===== config.mk =====
export PLATFORM = sky130hd
export DESIGN_NAME = pipe_mac_lane_control
export DESIGN_NICKNAME = d
export VERILOG_FILES = /design/src/pipe_lane_ctrl_pkg.sv /design/src/pipe_mac_lane_control.sv
export VERILOG_INCLUDE_DIRS = /design/src /design/src/src
export SDC_FILE = /design/constraint.sdc
export NUM_CORES = 1
export LEC_CHECK = 0
export ABC_AREA = 1
export ABC_CLOCK_PERIOD_IN_PS = 1800
export BUFFER_PORTS_ARGS = -buffer_cell sky130_fd_sc_hd__buf_4
export CAP_MARGIN = 20
export CORE_AREA = 2 2 172 174
export CTS_CLUSTER_SIZE = 20
export DETAILED_ROUTE_END_ITERATION = 8
export DIE_AREA = 0 0 174 176
export RECOVER_POWER = 25
export SYNTH_ARGS = -nofsm -noshare
export SYNTH_HDL_FRONTEND = slang
export SYNTH_SLANG_ARGS = --single-unit

===== constraint.sdc =====
create_clock -name clock_i -period 1.8 [get_ports clock_i]
set_input_delay 0.09 -clock clock_i [delete_from_list [all_inputs] [get_ports clock_i]]
set_output_delay 0.09 -clock clock_i [all_outputs]
set_load 0.02 [all_outputs]

===== src/pipe_lane_ctrl_cfg.svh =====
// Offsets, field positions, reset values and encodings of the lane control block.
// Assumes inclusion by bare name from the package and the design module.
`ifndef PIPE_LANE_CTRL_CFG_SVH
`define PIPE_LANE_CTRL_CFG_SVH

// ----------------------------------------------------------------------------
// Register byte offsets.
// ----------------------------------------------------------------------------
`define LC_OFS_CTRL      12'h000
`define LC_OFS_EIDLE     12'h004
`define LC_OFS_STATUS    12'h008

// ----------------------------------------------------------------------------
// Field positions.
// ----------------------------------------------------------------------------
`define LC_CTRL_REV_BIT   0
`define LC_CTRL_RATE_LO   1
`define LC_CTRL_MARG_LO   3
`define LC_EIDLE_EN_BIT   0
`define LC_EIDLE_MODE_LO  1
`define LC_MON_REV_BIT    101
`define LC_MON_SEL_LO     98
`define LC_MON_DEEMPH_BIT 97
`define LC_MON_MARG_LO    94
`define LC_MON_RATE_LO    92
`define LC_MON_LANE_W     160

// ----------------------------------------------------------------------------
// Encodings and reset values.
// ----------------------------------------------------------------------------
`define LC_RATE_RSVD     2'h0
`define LC_RATE_GEN1     2'h1
`define LC_RATE_GEN2     2'h2
`define LC_RATE_GEN3     2'h3
`define LC_SEL_NONE      3'h0
`define LC_SEL_COMSKP    3'h4
`define LC_SEL_TS        3'h5
`define LC_SEL_EXIT_UI   3'h6
`define LC_SEL_EXIT_US   3'h7
`define LC_RST_MARGIN    3'h0
`define LC_RST_DEEMPH    1'h0
`define LC_HSIZE_WORD    3'h2
`define LC_HTRANS_NSEQ   2'h2

`endif


===== src/pipe_lane_ctrl_pkg.sv =====
// Types shared by the lane control block and its users.
// Assumes the constants header is on the include path.
package pipe_lane_ctrl_pkg;
  `include "pipe_lane_ctrl_cfg.svh"

  // --------------------------------------------------------------------------
  // Ordered set capability fields, received and advertised.
  // --------------------------------------------------------------------------
  typedef struct packed {
    logic       deemph;
    logic       lane_rev;
    logic [1:0] rate_cap;
  } os_caps_t;

  // --------------------------------------------------------------------------
  // Per-lane PIPE control outputs.
  // --------------------------------------------------------------------------
  typedef struct packed {
    logic       lane_rev;
    logic [2:0] eidle_sel;
    logic       deemph;
    logic [2:0] margin;
    logic [1:0] rate;
  } lane_ctrl_t;

  // --------------------------------------------------------------------------
  // AHB-Lite request bundle.
  // --------------------------------------------------------------------------
  typedef struct packed {
    logic        hsel;
    logic [11:0] haddr;
    logic [1:0]  htrans;
    logic        hwrite;
    logic [2:0]  hsize;
    logic        hready;
  } ahb_req_t;

  // --------------------------------------------------------------------------
  // Whole state of the block.
  // --------------------------------------------------------------------------
  typedef struct packed {
    logic       wr_pend;
    logic [1:0] wr_reg;
    logic       infer_en;
    logic [1:0] infer_mode;
    logic       partner_rev;
    lane_ctrl_t lc;
    logic [31:0] rdata;
  } state_t;
endpackage : pipe_lane_ctrl_pkg


===== src/pipe_mac_lane_control.sv =====
// MAC-side per-lane PIPE control: lane reversal, idle inference, de-emphasis,
// margin and rate, with a debug monitor copy. Registers reached over AHB-Lite.
// Assumes one clock, a synchronous reset, and same-clock training logic inputs.
//
// Our own choices: the register addresses and the AHB-Lite interface to the registers.
`timescale 1ns/1ns
`default_nettype none
`include "pipe_lane_ctrl_cfg.svh"

// Function
// - Lane reversal output low normal, high reversed.
// - No inference needed drives selector top bit clear.
// - Selector 100: COM/SKP absence, Gen1 or Gen2.
// - Selector 101: TS1/TS2 absence, Gen1 or Gen2.
// - Selector 110: idle exit absence, Gen1/Gen2.
// - Selector 111: idle exit absence, Gen1 only.
// - De-emphasis follows partner training set request.
// - Rate 01 Gen1, 10 Gen2, never 00.
// - Capabilities exchanged in ordered sets, one set shared by all lanes.
module pipe_mac_lane_control #(
  parameter int LANES = 2
) (
  // Clock and reset.
  input  wire logic                           clock_i,
  input  wire logic                           reset_n_i,
  // AHB-Lite slave.
  input  wire pipe_lane_ctrl_pkg::ahb_req_t   ahb_i,
  input  wire logic [31:0]                    hwdata_i,
  output logic [31:0]                         hrdata_o,
  output logic                                hreadyout_o,
  output logic                                hresp_o,
  // Ordered set exchange with training logic.
  input  wire logic                           os_rx_valid_i,
  input  wire pipe_lane_ctrl_pkg::os_caps_t   os_rx_i,
  input  wire logic                           infer_req_i,
  output pipe_lane_ctrl_pkg::os_caps_t        os_tx_o,
  // PIPE lane controls and monitor.
  output pipe_lane_ctrl_pkg::lane_ctrl_t [LANES-1:0] lane_o,
  output logic [LANES*`LC_MON_LANE_W-1:0]     monitor_o
);
  import pipe_lane_ctrl_pkg::*;

  state_t st_r;
  state_t st_nxt;
  logic   addr_ok;
  logic   wr_beat;

  // ------------------------------------------------------------------------
  // Checks whether an inference mode suits a rate.
  // ------------------------------------------------------------------------
  function automatic logic mode_fits(input logic [2:0] sel, input logic [1:0] rate);
    logic fits;
    fits = 1'b0;
    unique case (sel)
      `LC_SEL_COMSKP:  fits = (rate == `LC_RATE_GEN1) || (rate == `LC_RATE_GEN2);
      `LC_SEL_TS:      fits = (rate == `LC_RATE_GEN1) || (rate == `LC_RATE_GEN2);
      `LC_SEL_EXIT_UI: fits = (rate == `LC_RATE_GEN1) || (rate == `LC_RATE_GEN2);
      `LC_SEL_EXIT_US: fits = (rate == `LC_RATE_GEN1);
      default:         fits = 1'b0;
    endcase
    return fits;
  endfunction : mode_fits

  // ------------------------------------------------------------------------
  // Next state.
  // ------------------------------------------------------------------------
  assign addr_ok = ahb_i.hsel && ahb_i.hready && (ahb_i.htrans == `LC_HTRANS_NSEQ)
                   && (ahb_i.hsize == `LC_HSIZE_WORD);
  assign wr_beat = st_r.wr_pend;

  always_comb begin
    logic [2:0] want;
    logic [1:0] new_rate;
    want     = 3'h0;
    new_rate = 2'h0;
    st_nxt   = st_r;
    // A write lands at the edge that ends its data phase.
    st_nxt.wr_pend = addr_ok && ahb_i.hwrite;
    st_nxt.wr_reg  = ahb_i.haddr[3:2];
    if (wr_beat && (st_r.wr_reg == 2'(`LC_OFS_CTRL >> 2))) begin
      st_nxt.lc.lane_rev = hwdata_i[`LC_CTRL_REV_BIT];
      st_nxt.lc.margin   = hwdata_i[`LC_CTRL_MARG_LO +: 3];
      new_rate           = hwdata_i[`LC_CTRL_RATE_LO +: 2];
      // A reserved rate code is dropped so the lanes never carry 00.
      if (new_rate != `LC_RATE_RSVD) begin
        st_nxt.lc.rate = new_rate;
      end
    end
    if (wr_beat && (st_r.wr_reg == 2'(`LC_OFS_EIDLE >> 2))) begin
      st_nxt.infer_en   = hwdata_i[`LC_EIDLE_EN_BIT];
      st_nxt.infer_mode = hwdata_i[`LC_EIDLE_MODE_LO +: 2];
    end
    if (os_rx_valid_i) begin
      st_nxt.lc.deemph   = os_rx_i.deemph;
      st_nxt.partner_rev = os_rx_i.lane_rev;
    end
    want = {1'b1, st_nxt.infer_mode};
    if (st_nxt.infer_en && infer_req_i && mode_fits(want, st_nxt.lc.rate)) begin
      st_nxt.lc.eidle_sel = want;
    end else begin
      st_nxt.lc.eidle_sel = `LC_SEL_NONE;
    end
    // Read data comes from the next state, so a write just ahead is seen.
    st_nxt.rdata = 32'h0;
    if (addr_ok && !ahb_i.hwrite) begin
      unique case (ahb_i.haddr)
        `LC_OFS_CTRL: begin
          st_nxt.rdata[`LC_CTRL_REV_BIT]       = st_nxt.lc.lane_rev;
          st_nxt.rdata[`LC_CTRL_RATE_LO +: 2]  = st_nxt.lc.rate;
          st_nxt.rdata[`LC_CTRL_MARG_LO +: 3]  = st_nxt.lc.margin;
        end
        `LC_OFS_EIDLE: begin
          st_nxt.rdata[`LC_EIDLE_EN_BIT]       = st_nxt.infer_en;
          st_nxt.rdata[`LC_EIDLE_MODE_LO +: 2] = st_nxt.infer_mode;
        end
        `LC_OFS_STATUS: begin
          st_nxt.rdata[0]   = st_nxt.lc.deemph;
          st_nxt.rdata[3:1] = st_nxt.lc.eidle_sel;
          st_nxt.rdata[4]   = st_nxt.partner_rev;
        end
        default: st_nxt.rdata = 32'h0;
      endcase
    end
  end

  // ------------------------------------------------------------------------
  // State register.
  // ------------------------------------------------------------------------
  always_ff @(posedge clock_i) begin
    if (!reset_n_i) begin
      st_r             <= '0;
      st_r.lc.rate     <= `LC_RATE_GEN1;
      st_r.lc.margin   <= `LC_RST_MARGIN;
      st_r.lc.deemph   <= `LC_RST_DEEMPH;
      st_r.lc.eidle_sel <= `LC_SEL_NONE;
    end else begin
      st_r <= st_nxt;
    end
  end

  // ------------------------------------------------------------------------
  // Outputs: every lane carries the same controls; monitor slices per lane.
  // ------------------------------------------------------------------------
  assign hrdata_o    = st_r.rdata;
  assign hreadyout_o = 1'b1;
  assign hresp_o     = 1'b0;
  assign os_tx_o     = '{deemph: st_r.lc.deemph, lane_rev: st_r.lc.lane_rev,
                         rate_cap: st_r.lc.rate};

  genvar gi;
  generate
    for (gi = 0; gi < LANES; gi++) begin : g_lane
      localparam int B = gi * `LC_MON_LANE_W;
      assign lane_o[gi] = st_r.lc;
      assign monitor_o[B +: `LC_MON_RATE_LO] = '0;
      assign monitor_o[B + `LC_MON_RATE_LO +: 2]   = st_r.lc.rate;
      assign monitor_o[B + `LC_MON_MARG_LO +: 3]   = st_r.lc.margin;
      assign monitor_o[B + `LC_MON_DEEMPH_BIT]     = st_r.lc.deemph;
      assign monitor_o[B + `LC_MON_SEL_LO +: 3]    = st_r.lc.eidle_sel;
      assign monitor_o[B + `LC_MON_REV_BIT]        = st_r.lc.lane_rev;
      assign monitor_o[B + `LC_MON_REV_BIT + 1 +: 58] = '0;
    end
  endgenerate
endmodule : pipe_mac_lane_control
`default_nettype wire


==> impl_metrics.env, run 1 <==
export IMPL_status="completed"
export IMPL_worst_ep_arrival_time_ps=1910
export IMPL_place_gp_congestion=0.703
export IMPL_finalHoldViolations=0
export IMPL_count_of_pins_on_the_block_boundary=438
export IMPL_dieHeight_um=176
export IMPL_grt_met1_usage_pct=1.75
export IMPL_skew_ps=2.28
export IMPL_groute_usage_overall_pct=2.34
export IMPL_min_delay_path_depth=3
export IMPL_detailed_place_hpwl_um=4860
export IMPL_critPathKind="flop to flop"
export IMPL_r2r_start="st_r[47]"
export IMPL_worst_hold_start="ahb_i[9]"
export IMPL_clock_insertion_delay_worst_skew_ps=250
export IMPL_use_met2_pct=5.11
export IMPL_gr_max_usage_layer="met2"
export IMPL_cts_bufs_inserted=3
export IMPL_antenna_violations_before_repair=0
export IMPL_dpl_instance_area_um2=3350
export IMPL_antenna_violating_nets_post_route=0
export IMPL_regToRegSetupSlack_ps=70
export IMPL_preCtsSetupSlack_ps=59.4
export IMPL_coreArea_um2=28500
export IMPL_grt_pass1_vias=1175
export IMPL_routed_wire_length_per_instance_um=5.92
export IMPL_destination_of_the_worst_hold_path="st_r[46]"
export IMPL_fp_dieW_um=174
export IMPL_crit_path_end_kind="flop"
export IMPL_power_leakage_uw=0.00196
export IMPL_final_period_minus_worst_setup_slack_ps=1730
export IMPL_maximum_number_of_pins_on_one_net_before_global_route_repair=13
export IMPL_number_of_buffers_added_on_ports=81
export IMPL_instances_no_fill=933
export IMPL_worstPathCellList="nor2_2 -> nand2_2 -> nor2_4 -> inv_1 -> a21oi_2 -> inv_2 -> ha_4 -> nand2_4 -> nand4_4 -> nand2_2 -> nand2_1 -> a21oi_2"
export IMPL_yosys_register_bits=23
export IMPL_route_final_wire_length_um=5520
export IMPL_layout_cells_most_common_list="sky130_fd_sc_hd__conb_1 (328), sky130_fd_sc_hd__buf_4 (75), sky130_fd_sc_hd__nor2_1 (24)"
export IMPL_finalSetupViolCount=0
export IMPL_critPathLaunchType="flop"
export IMPL_post_synth_main_area_contributors="sky130_fd_sc_hd__buf_4 (74%), sky130_fd_sc_hd__dfxtp_1 (12%), sky130_fd_sc_hd__nor2_1 (2.3%)"
export IMPL_clock_sinks=23
export IMPL_min_delay_path_class="input pin to flop"
export IMPL_initial_utilization_pct=13.5
export IMPL_netlist_area_um2=3850
export IMPL_root_cell_of_the_clock_tree="sky130_fd_sc_hd__clkbuf_16"
export IMPL_maxCapViolCount=0
export IMPL_cellPowerDensity_nw_per_um2=495
export IMPL_max_freq_mhz=578
export IMPL_detailroute_via_count=2021
export IMPL_grt_pass1_wl_um=5700
export IMPL_dr_first_iter_drc_count=22
export IMPL_grt_met3_usage_pct=0.495
export IMPL_most_common_cell_after_layout_fill_and_taps_aside="sky130_fd_sc_hd__conb_1"
export IMPL_whs_ps=52.1
export IMPL_floorplan_rows=62
export IMPL_vdd_ir_drop_max_mv=0.361
export IMPL_asyncSetResetFlopFracSynth_pct=0
export IMPL_first_pass_iters=4
export IMPL_fill_cells=3305
export IMPL_post_synth_inst_count=509
export IMPL_layout_nets=611
export IMPL_drv_slew=0
export IMPL_rr_endpoint="hrdata_o[1]"
export IMPL_number_of_remaining_drc_errors=0
export IMPL_slowest_stage="sky130_fd_sc_hd__dfxtp_2"
export IMPL_synth_sequential_area_ratio_pct=11.9
export IMPL_ant_diodes=0
export IMPL_htree_num_levels=1
export IMPL_critical_path_max_stage_delay_ps=320
export IMPL_worst_r2r_path_depth=12
export IMPL_synth_cell_types=27
export IMPL_yosys_area_top_type="sky130_fd_sc_hd__buf_4"
export IMPL_dieArea_um2=30600
export IMPL_layout_drive_gt1_share_pct=18.4
export IMPL_drt_vias_per_instance=2.17
export IMPL_post_place_cells=925
export IMPL_crit_path_setup_slack_layout_ps=70.1
export IMPL_grt_overflow=0
export IMPL_synth_avg_cell_area_um2=7.57
export IMPL_cp_data_required_time_ps=1980
export IMPL_timing_critical_path_fanout_max=3
export IMPL_post_route_period_util_pct=96.1
export IMPL_ys_warnings_count=0
export IMPL_cts_reportedPaths_clkPinSlew_ps=60
export IMPL_synth_enable_flop_cells=0
export IMPL_fin_area_um2=3460
export IMPL_area_growth_synth_to_final_pct=-10.3
export IMPL_cts_tree="done"
export IMPL_synth_main_ff_cell="sky130_fd_sc_hd__dfxtp_1"
export IMPL_yosys_area_top_type_share_pct=73.6
export IMPL_clockBufferDepth=2
kinds of logic (layout without fill, tap and decap cells):
family	Yosys count	in the layout	synth area share (%)
buf+inv	402	116	76.0
simple gates	66	66	8.57
flops	23	23	11.9
compound gates	10	10	1.69
mux	5	5	1.30
other cells	2	328	0.195
fa+ha+maj	1	1	0.325
power breakdown:
part | internal, uW | leakage [uW] | switching [uW] | total (uW)
Sequential | 515 | 0.000186 | 4.13 | 519
Clock | 302 | 0.0000382 | 169 | 470
Combinational | 61.9 | 0.00173 | 661 | 723
state kept, by name, indices dropped and copies added (netlist names):
register,flops
wr_beat,1
lane_o,10
hrdata_o,6
st_r,6
area by class of cell:
type                       count  area, um2  share of cell area [%]
multi-input combinational    410       1740                    50.2
clock buffer                   4       78.8                    2.28
timing repair buffer          89        616                    17.8
inverter                      23       86.3                    2.50
sequential                    23        462                    13.4
tap                          384        480                    13.9
what timing repair did:
item / in CTS / in global routing
gates resized for setup: 0 / 9
setup endpoints to repair: 0 / 3
hold buffers: 0 / 0
setup buffers: 0 / 4
routing by layer:
layer / vias to the layer above / part of all wire, %
met5: - / 0
met4: 0 / 3.1
met3: 8 / 17
met2: 224 / 57
met1: 871 / 23
li1: 918 / -
worst max-delay path: cells and delay by family (launching register included):
family,cells,cell delay (ps)
AO/OA/AOI/OAI,2,300
adder cells (fa/ha/maj),1,250
buffers and inverters,2,140
flip-flops,1,320
AND/OR/NAND/NOR,7,660
worst max path at each step:
stage | from | to | slack (ps) | cells after the start
4_1_cts | st_r[46] | hrdata_o[2] | 30 | 12
6_report | st_r[47] | hrdata_o[1] | 70 | 12
2_1_floorplan | st_r[46] | hrdata_o[1] | 140 | 12
5_1_grt | st_r[47] | hrdata_o[1] | -20 | 12
3_5_place_dp | st_r[46] | hrdata_o[2] | 60 | 12
3_3_place_gp | st_r[46] | hrdata_o[2] | 110 | 12
cells in the mapped netlist (all sizes together) (2+ instances only):
| library cell | n |
|---|---|
| buf | 378 |
| nor2 | 29 |
| dfxtp | 23 |
| inv | 23 |
| nand2 | 21 |
| nand4 | 7 |
| a21oi | 6 |
| mux2i | 5 |
| nand3 | 4 |
| conb | 2 |
| nor3b | 2 |
| or2 | 2 |
per-stage QoR:
stage / total power [uW] / util [%] / setup TNS (ps)
after floorplan: 1710 / - / 0
after CTS: 1700 / 12.0 / 0
after global placement: 1230 / 11.8 / 0
after detailed placement: 1230 / 11.8 / 0
final: 1710 / 12.1 / 0
after global routing: 1780 / 12.1 / -39.7
No activity file was read; power rests on OpenSTA's default activity.
==> inputs of run 2 (changes only) <==
--- a/config.mk
+++ b/config.mk
@@ -10,10 +10,14 @@
 export ABC_CLOCK_PERIOD_IN_PS = 1800
 export BUFFER_PORTS_ARGS = -buffer_cell sky130_fd_sc_hd__buf_4
 export CAP_MARGIN = 20
-export CORE_AREA = 2 2 172 174
+export CELL_PAD_IN_SITES_DETAIL_PLACEMENT = 0
+export CELL_PAD_IN_SITES_GLOBAL_PLACEMENT = 1
+export CORE_AREA = 2 2 171 173
 export CTS_CLUSTER_SIZE = 20
 export DETAILED_ROUTE_END_ITERATION = 8
-export DIE_AREA = 0 0 174 176
+export DIE_AREA = 0 0 173 175
+export GPL_ROUTABILITY_DRIVEN = 0
+export PLACE_DENSITY_LB_ADDON = 0.1
 export RECOVER_POWER = 25
 export SYNTH_ARGS = -nofsm -noshare
 export SYNTH_HDL_FRONTEND = slang
==> impl_metrics.env, run 2 (synthesis gave the netlist of run 1 again) <==
export IMPL_status="completed"
export IMPL_min_delay_path_class="input pin to flop"
export IMPL_timing_critical_path_fanout_max=3
export IMPL_crit_path_end_kind="flop"
export IMPL_ant_diodes=0
export IMPL_cts_tree="done"
export IMPL_coreArea_um2=28400
export IMPL_route_final_wire_length_um=7160
export IMPL_detailed_place_hpwl_um=6520
export IMPL_cts_reportedPaths_clkPinSlew_ps=70
export IMPL_htree_num_levels=1
export IMPL_layout_cells_most_common_list="sky130_fd_sc_hd__conb_1 (328), sky130_fd_sc_hd__buf_4 (76), sky130_fd_sc_hd__nor2_1 (24)"
export IMPL_multi_input_area_um2=1730
export IMPL_floorplan_rows=62
export IMPL_dieHeight_um=175
export IMPL_grt_met1_usage_pct=3.83
export IMPL_grt_pass1_vias=1411
export IMPL_post_place_cells=927
export IMPL_maxCapViolCount=0
export IMPL_number_of_buffers_added_on_ports=81
export IMPL_count_of_pins_on_the_block_boundary=438
export IMPL_number_of_remaining_drc_errors=0
export IMPL_drv_slew=0
export IMPL_register_area_um2=463
export IMPL_crit_path_setup_slack_layout_ps=120
export IMPL_skew_ps=2.78
export IMPL_final_period_minus_worst_setup_slack_ps=1680
export IMPL_layout_nets=612
export IMPL_area_growth_synth_to_final_pct=-10.2
export IMPL_cellPowerDensity_nw_per_um2=509
export IMPL_fill_cells=3357
export IMPL_maximum_number_of_pins_on_one_net_before_global_route_repair=14
export IMPL_routed_wire_length_per_instance_um=7.66
export IMPL_clock_sinks=23
export IMPL_largest_register_ff_count=10
export IMPL_setup_tns_ps=0
export IMPL_grt_overflow=0
export IMPL_cp_data_required_time_ps=2000
export IMPL_antenna_violations_before_repair=0
export IMPL_gr_max_usage_layer="met2"
export IMPL_first_pass_iters=4
export IMPL_cts_hold_fix_buffers=0
export IMPL_max_freq_mhz=595
export IMPL_layout_drive_gt1_share_pct=18.9
export IMPL_root_cell_of_the_clock_tree="sky130_fd_sc_hd__clkbuf_16"
export IMPL_dr_first_iter_drc_count=23
export IMPL_power_leakage_uw=0.00196
export IMPL_grt_met3_usage_pct=0.674
export IMPL_initial_utilization_pct=13.6
export IMPL_antenna_violating_nets_post_route=0
export IMPL_critical_path_max_stage_delay_ps=320
export IMPL_worstPathCellList="nor2_2 -> nand2_2 -> nor2_2 -> inv_1 -> a21oi_2 -> inv_2 -> ha_4 -> nand2_4 -> nand4_4 -> nand2_2 -> nand2_1 -> a21oi_1"
export IMPL_instances_no_fill=934
export IMPL_finalHoldViolations=0
export IMPL_critPathKind="flop to flop"
export IMPL_critPathLaunchType="flop"
export IMPL_drt_vias_per_instance=2.14
export IMPL_cts_bufs_inserted=3
export IMPL_most_common_cell_after_layout_fill_and_taps_aside="sky130_fd_sc_hd__conb_1"
export IMPL_dieArea_um2=30300
export IMPL_slowest_stage="sky130_fd_sc_hd__dfxtp_2"
export IMPL_grt_pass1_wl_um=8800
export IMPL_clock_insertion_delay_worst_skew_ps=270
export IMPL_preCtsSetupSlack_ps=10.9
export IMPL_post_route_period_util_pct=93.3
export IMPL_groute_usage_overall_pct=3.76
export IMPL_finalSetupViolCount=0
export IMPL_fp_dieW_um=173
export IMPL_worst_ep_arrival_time_ps=1880
export IMPL_vdd_ir_drop_max_mv=0.272
export IMPL_detailroute_via_count=1998
export IMPL_use_met2_pct=7.65
export IMPL_clockBufferDepth=2
run 2: cell count changes in the layout (fill, tap and decap cells not counted), sizes merged:
| cell | delta |
|---|---|
| buf | +1 |
| clkbuf | -1 |
| clkinv | +1 |
run 2: per-layer routing:
layer / share of wire [%] / wire length (um)
met5: 0 / 0
met4: 0.92 / 66
met2: 58 / 4140
met1: 31 / 2200
met3: 11 / 753
run 2: stage by stage:
| stage | hold WS [ps] | power, uW | util, % | area [um2] |
|---|---|---|---|---|
| global route | 84.2 | 1840 | 12.2 | 3460 |
| global placement | 328 | 1240 | 11.9 | 3370 |
| detailed placement | 328 | 1240 | 11.9 | 3370 |
| CTS | 51.8 | 1770 | 12.2 | 3460 |
| floorplan | 159 | 1710 | - | 5080 |
| finish | 70.2 | 1760 | 12.2 | 3460 |
run 2: power by group:
part | switching, uW | internal [uW] | total (uW)
logic | 668 | 62.0 | 730
clock network | 215 | 300 | 516
registers | 3.87 | 514 | 518
total | 887 | 877 | 1760
run 2: final cells by class:
class | instances | area share [%]
Clock buffer | 3 | 2.17
Clock inverter | 1 | 0.145
Inverter | 23 | 2.49
Timing Repair Buffer | 90 | 18.0
Sequential cell | 23 | 13.4
Tap cell | 384 | 13.9
Multi-Input combinational cell | 410 | 49.9
run 2: what timing repair did:
item / CTS / global route
pin swaps: 0 / 8
setup buffers: 1 / 2
resized for setup: 0 / 9
setup endpoints to repair: 1 / 4
run 2: worst paths after layout:
path         slack [ps]     start     endpoint  depth (start not counted)
max reg2reg         120  st_r[47]  hrdata_o[2]                         12
max                 120  st_r[47]  hrdata_o[2]                         12
min                  70  ahb_i[9]     st_r[46]                          3
min reg2reg         530  st_r[42]     st_r[42]                          2
run 2: worst max-delay path, delay by kind of cell (launching register included):
family	cells	cell delay (ps)
adders and majority gates	1	220
buffers and inverters	2	130
AOI/OAI and AO/OA	2	280
DFF	1	320
and+or+nand+nor	7	660
==> inputs of run 3 (changes only) <==
--- a/config.mk
+++ b/config.mk
@@ -6,7 +6,6 @@
 export SDC_FILE = /design/constraint.sdc
 export NUM_CORES = 1
 export LEC_CHECK = 0
-export ABC_AREA = 1
 export ABC_CLOCK_PERIOD_IN_PS = 1800
 export BUFFER_PORTS_ARGS = -buffer_cell sky130_fd_sc_hd__buf_4
 export CAP_MARGIN = 20
==> impl_metrics.env, run 3 <==
export IMPL_antenna_violations_before_repair=0
export IMPL_cp_data_required_time_ps=1980
export IMPL_destination_of_the_worst_hold_path="hrdata_o[3]"
export IMPL_synth_sequential_area_ratio_pct=12.0
export IMPL_maxCapViolCount=0
export IMPL_post_synth_top_count_cell="sky130_fd_sc_hd__buf_4"
export IMPL_post_synth_main_area_contributors="sky130_fd_sc_hd__buf_4 (74%), sky130_fd_sc_hd__dfxtp_1 (12%), sky130_fd_sc_hd__mux2i_1 (2.9%)"
export IMPL_yosys_area_top_type="sky130_fd_sc_hd__buf_4"
export IMPL_antenna_violating_nets_post_route=0
export IMPL_p_comb_share_pct=42.2
export IMPL_route_final_wire_length_um=7230
export IMPL_initial_utilization_pct=13.5
export IMPL_number_of_remaining_drc_errors=0
export IMPL_yosys_register_bits=23
export IMPL_min_delay_path_depth=2
export IMPL_worst_margin_pin_slew_ps=671
export IMPL_maximum_number_of_pins_on_one_net_before_global_route_repair=14
export IMPL_cts_bufs_inserted=3
export IMPL_rr_endpoint="hrdata_o[3]"
export IMPL_detailed_place_hpwl_um=6550
export IMPL_synth_main_ff_cell="sky130_fd_sc_hd__dfxtp_1"
export IMPL_yosys_area_top_type_share_pct=74.2
export IMPL_grt_pass1_wl_um=8740
export IMPL_min_delay_path_class="input pin to flop"
export IMPL_netlist_area_um2=3820
export IMPL_finalHoldViolations=0
export IMPL_fin_area_um2=3460
export IMPL_fp_dieW_um=173
export IMPL_clock_power_share_pct=28.4
export IMPL_cts_hold_fix_buffers=0
export IMPL_cts_reportedPaths_clkPinSlew_ps=60
export IMPL_coreArea_um2=28400
export IMPL_post_synth_most_frequent_cells="sky130_fd_sc_hd__buf_4 (378), sky130_fd_sc_hd__dfxtp_1 (23), sky130_fd_sc_hd__mux2i_1 (11), sky130_fd_sc_hd__nor2b_1 (11), sky130_fd_sc_hd__nor2_1 (9)"
export IMPL_clock_insertion_delay_worst_skew_ps=260
export IMPL_critPathLaunchType="flop"
export IMPL_floorplan_rows=62
export IMPL_count_of_pins_on_the_block_boundary=438
export IMPL_dr_first_iter_drc_count=6
export IMPL_most_common_cell_after_layout_fill_and_taps_aside="sky130_fd_sc_hd__conb_1"
export IMPL_r2r_start="wr_beat"
export IMPL_post_synth_inst_count=477
export IMPL_number_of_buffers_added_on_ports=81
export IMPL_layout_nets=581
export IMPL_finalSetupViolCount=2
export IMPL_dieHeight_um=175
export IMPL_htree_num_levels=1
export IMPL_netSwitchingPower_uw=880
export IMPL_regToRegSetupSlack_ps=-40
export IMPL_drt_vias_per_instance=2.09
export IMPL_worst_hold_start="ahb_i[4]"
export IMPL_final_period_minus_worst_setup_slack_ps=1840
export IMPL_max_freq_mhz=544
export IMPL_crit_path_setup_slack_layout_ps=-39.9
export IMPL_routed_wire_length_per_instance_um=8.00
export IMPL_root_cell_of_the_clock_tree="sky130_fd_sc_hd__clkbuf_16"
export IMPL_post_route_period_util_pct=102
export IMPL_grt_overflow=0
export IMPL_vdd_ir_drop_max_mv=0.267
export IMPL_rsz0062_at_grt="true"
export IMPL_synth_enable_flop_cells=0
export IMPL_crit_path_end_kind="flop"
export IMPL_cellPowerDensity_nw_per_um2=509
export IMPL_ys_warnings_count=0
export IMPL_clockBufferDepth=2
export IMPL_area_growth_synth_to_final_pct=-9.42
export IMPL_first_pass_iters=2
export IMPL_failed_checks="setup timing"
export IMPL_grt_pass1_vias=1346
export IMPL_clock_sinks=23
export IMPL_largest_register_ff_count=10
export IMPL_status="finished, violations left"
export IMPL_asyncSetResetFlopFracSynth_pct=0
export IMPL_ant_diodes=0
export IMPL_timing_critical_path_fanout_max=3
export IMPL_layout_drive_gt1_share_pct=20.0
export IMPL_critPathKind="flop to flop"
export IMPL_synth_cell_types=31
export IMPL_power_leakage_uw=0.00190
export IMPL_layout_cells_most_common_list="sky130_fd_sc_hd__conb_1 (328), sky130_fd_sc_hd__buf_4 (79), sky130_fd_sc_hd__dfxtp_1 (20)"
export IMPL_slew_limit_headroom_pct=55.3
export IMPL_dpl_instance_area_um2=3370
export IMPL_skew_ps=2.84
export IMPL_groute_usage_overall_pct=3.78
export IMPL_worst_ep_arrival_time_ps=2020
export IMPL_power_sequential_fraction_pct=29.4
export IMPL_worst_r2r_path_depth=10
export IMPL_dieArea_um2=30300
export IMPL_synth_avg_cell_area_um2=8.02
export IMPL_detailroute_via_count=1887
export IMPL_power_report_internal_total_uw=885
export IMPL_switching_share_pct=49.8
export IMPL_drv_slew=0
export IMPL_finalPower_uw=1760
export IMPL_cts_tree="done"
==> run 3: cell types whose count changed in the layout (fill, tap and decap cells not counted), moves of 8 or more <==
cell,change
sky130_fd_sc_hd__nor2b_1,+11
sky130_fd_sc_hd__nand2_1,-8
sky130_fd_sc_hd__inv_1,-17
sky130_fd_sc_hd__nor2_1,-15
==> run 3: final cells by class <==
cell class / count / area, um2
fill: 3344 / 24900
multi-input combinational: 395 / 1770
clock inverter: 1 / 5.00
clock buffer: 3 / 75.1
tap: 384 / 480
inverter: 4 / 15.0
timing repair buffer: 93 / 653
sequential: 23 / 464
==> run 3: critical path, cell delays in order, from the launching register on <==
cell	delay (ps)
sky130_fd_sc_hd__dfxtp_2	340
sky130_fd_sc_hd__nor3b_4	220
sky130_fd_sc_hd__nand2_1	110
sky130_fd_sc_hd__a21boi_2	170
sky130_fd_sc_hd__inv_1	50
sky130_fd_sc_hd__ha_1	210
sky130_fd_sc_hd__nand2b_4	140
sky130_fd_sc_hd__mux2i_4	150
sky130_fd_sc_hd__buf_4	150
sky130_fd_sc_hd__a21oi_1	70
sky130_fd_sc_hd__nor3_1	150
==> run 3: how the worst max path moves through the flow <==
| stage | start | endpoint | slack [ps] | depth (start not counted) |
|---|---|---|---|---|
| after floorplan | st_r[47] | hrdata_o[1] | -140 | 10 |
| after global placement | st_r[47] | hrdata_o[1] | -50 | 10 |
| after detailed placement | st_r[47] | hrdata_o[2] | -90 | 10 |
| after CTS | st_r[47] | hrdata_o[2] | -90 | 10 |
| after global routing | wr_beat | hrdata_o[2] | -160 | 10 |
| final | wr_beat | hrdata_o[3] | -40 | 10 |
==> run 3: cell families (layout without fill, tap and decap cells) <==
group                    Yosys count  after routing  synth area share [%]
AND/OR/NAND/NOR                   45             45                  7.65
flip-flops                        23             23                  12.0
buffers and inverters            385            101                  74.9
multiplexers                      11             11                  2.88
adder cells (fa/ha/maj)            1              1                 0.327
other                              2            328                 0.196
AO/OA/AOI/OAI                     10             10                  2.03
==> run 3: power groups by stage <==
stage	Combinational, uW	Clock (uW)	Sequential, uW
6_report	745	501	519
5_1_grt	785	542	520
4_1_cts	720	528	519
3_5_place_dp	718	0	531
3_3_place_gp	718	0	531
2_1_floorplan	1190	0	530
==> run 3: per-stage QoR <==
stage                     utilization [%]  hold slack, ps  cells  worst slack, ps  setup TNS [ps]
final                                12.2            14.1    903            -39.9           -50.1
after global routing                 12.2            12.6    903             -160            -638
after CTS                            12.3            6.12    902            -91.9            -259
after detailed placement             11.9             290    896            -88.3            -259
after global placement               11.9             281    896            -49.5            -124
after floorplan                         -             169    803             -137            -258
==> run 3: timing repair <==
| action | in CTS | in global routing |
|---|---|---|
| pin swaps | 5 | 1 |
| setup endpoints to repair | 5 | 6 |
| hold endpoints to repair | 0 | 0 |
| gates resized for setup | 3 | 5 |
| setup buffers | 2 | 1 |
==> run 3: layer usage <==
| layer | routed length [um] | track usage (%) | up-vias |
|---|---|---|---|
| met5 | 0 | 0 | - |
| met4 | 80 | 1.27 | 0 |
| met3 | 835 | 0.827 | 5 |
| met2 | 4040 | 7.73 | 201 |
| met1 | 2270 | 3.68 | 833 |
| li1 | - | - | 848 |
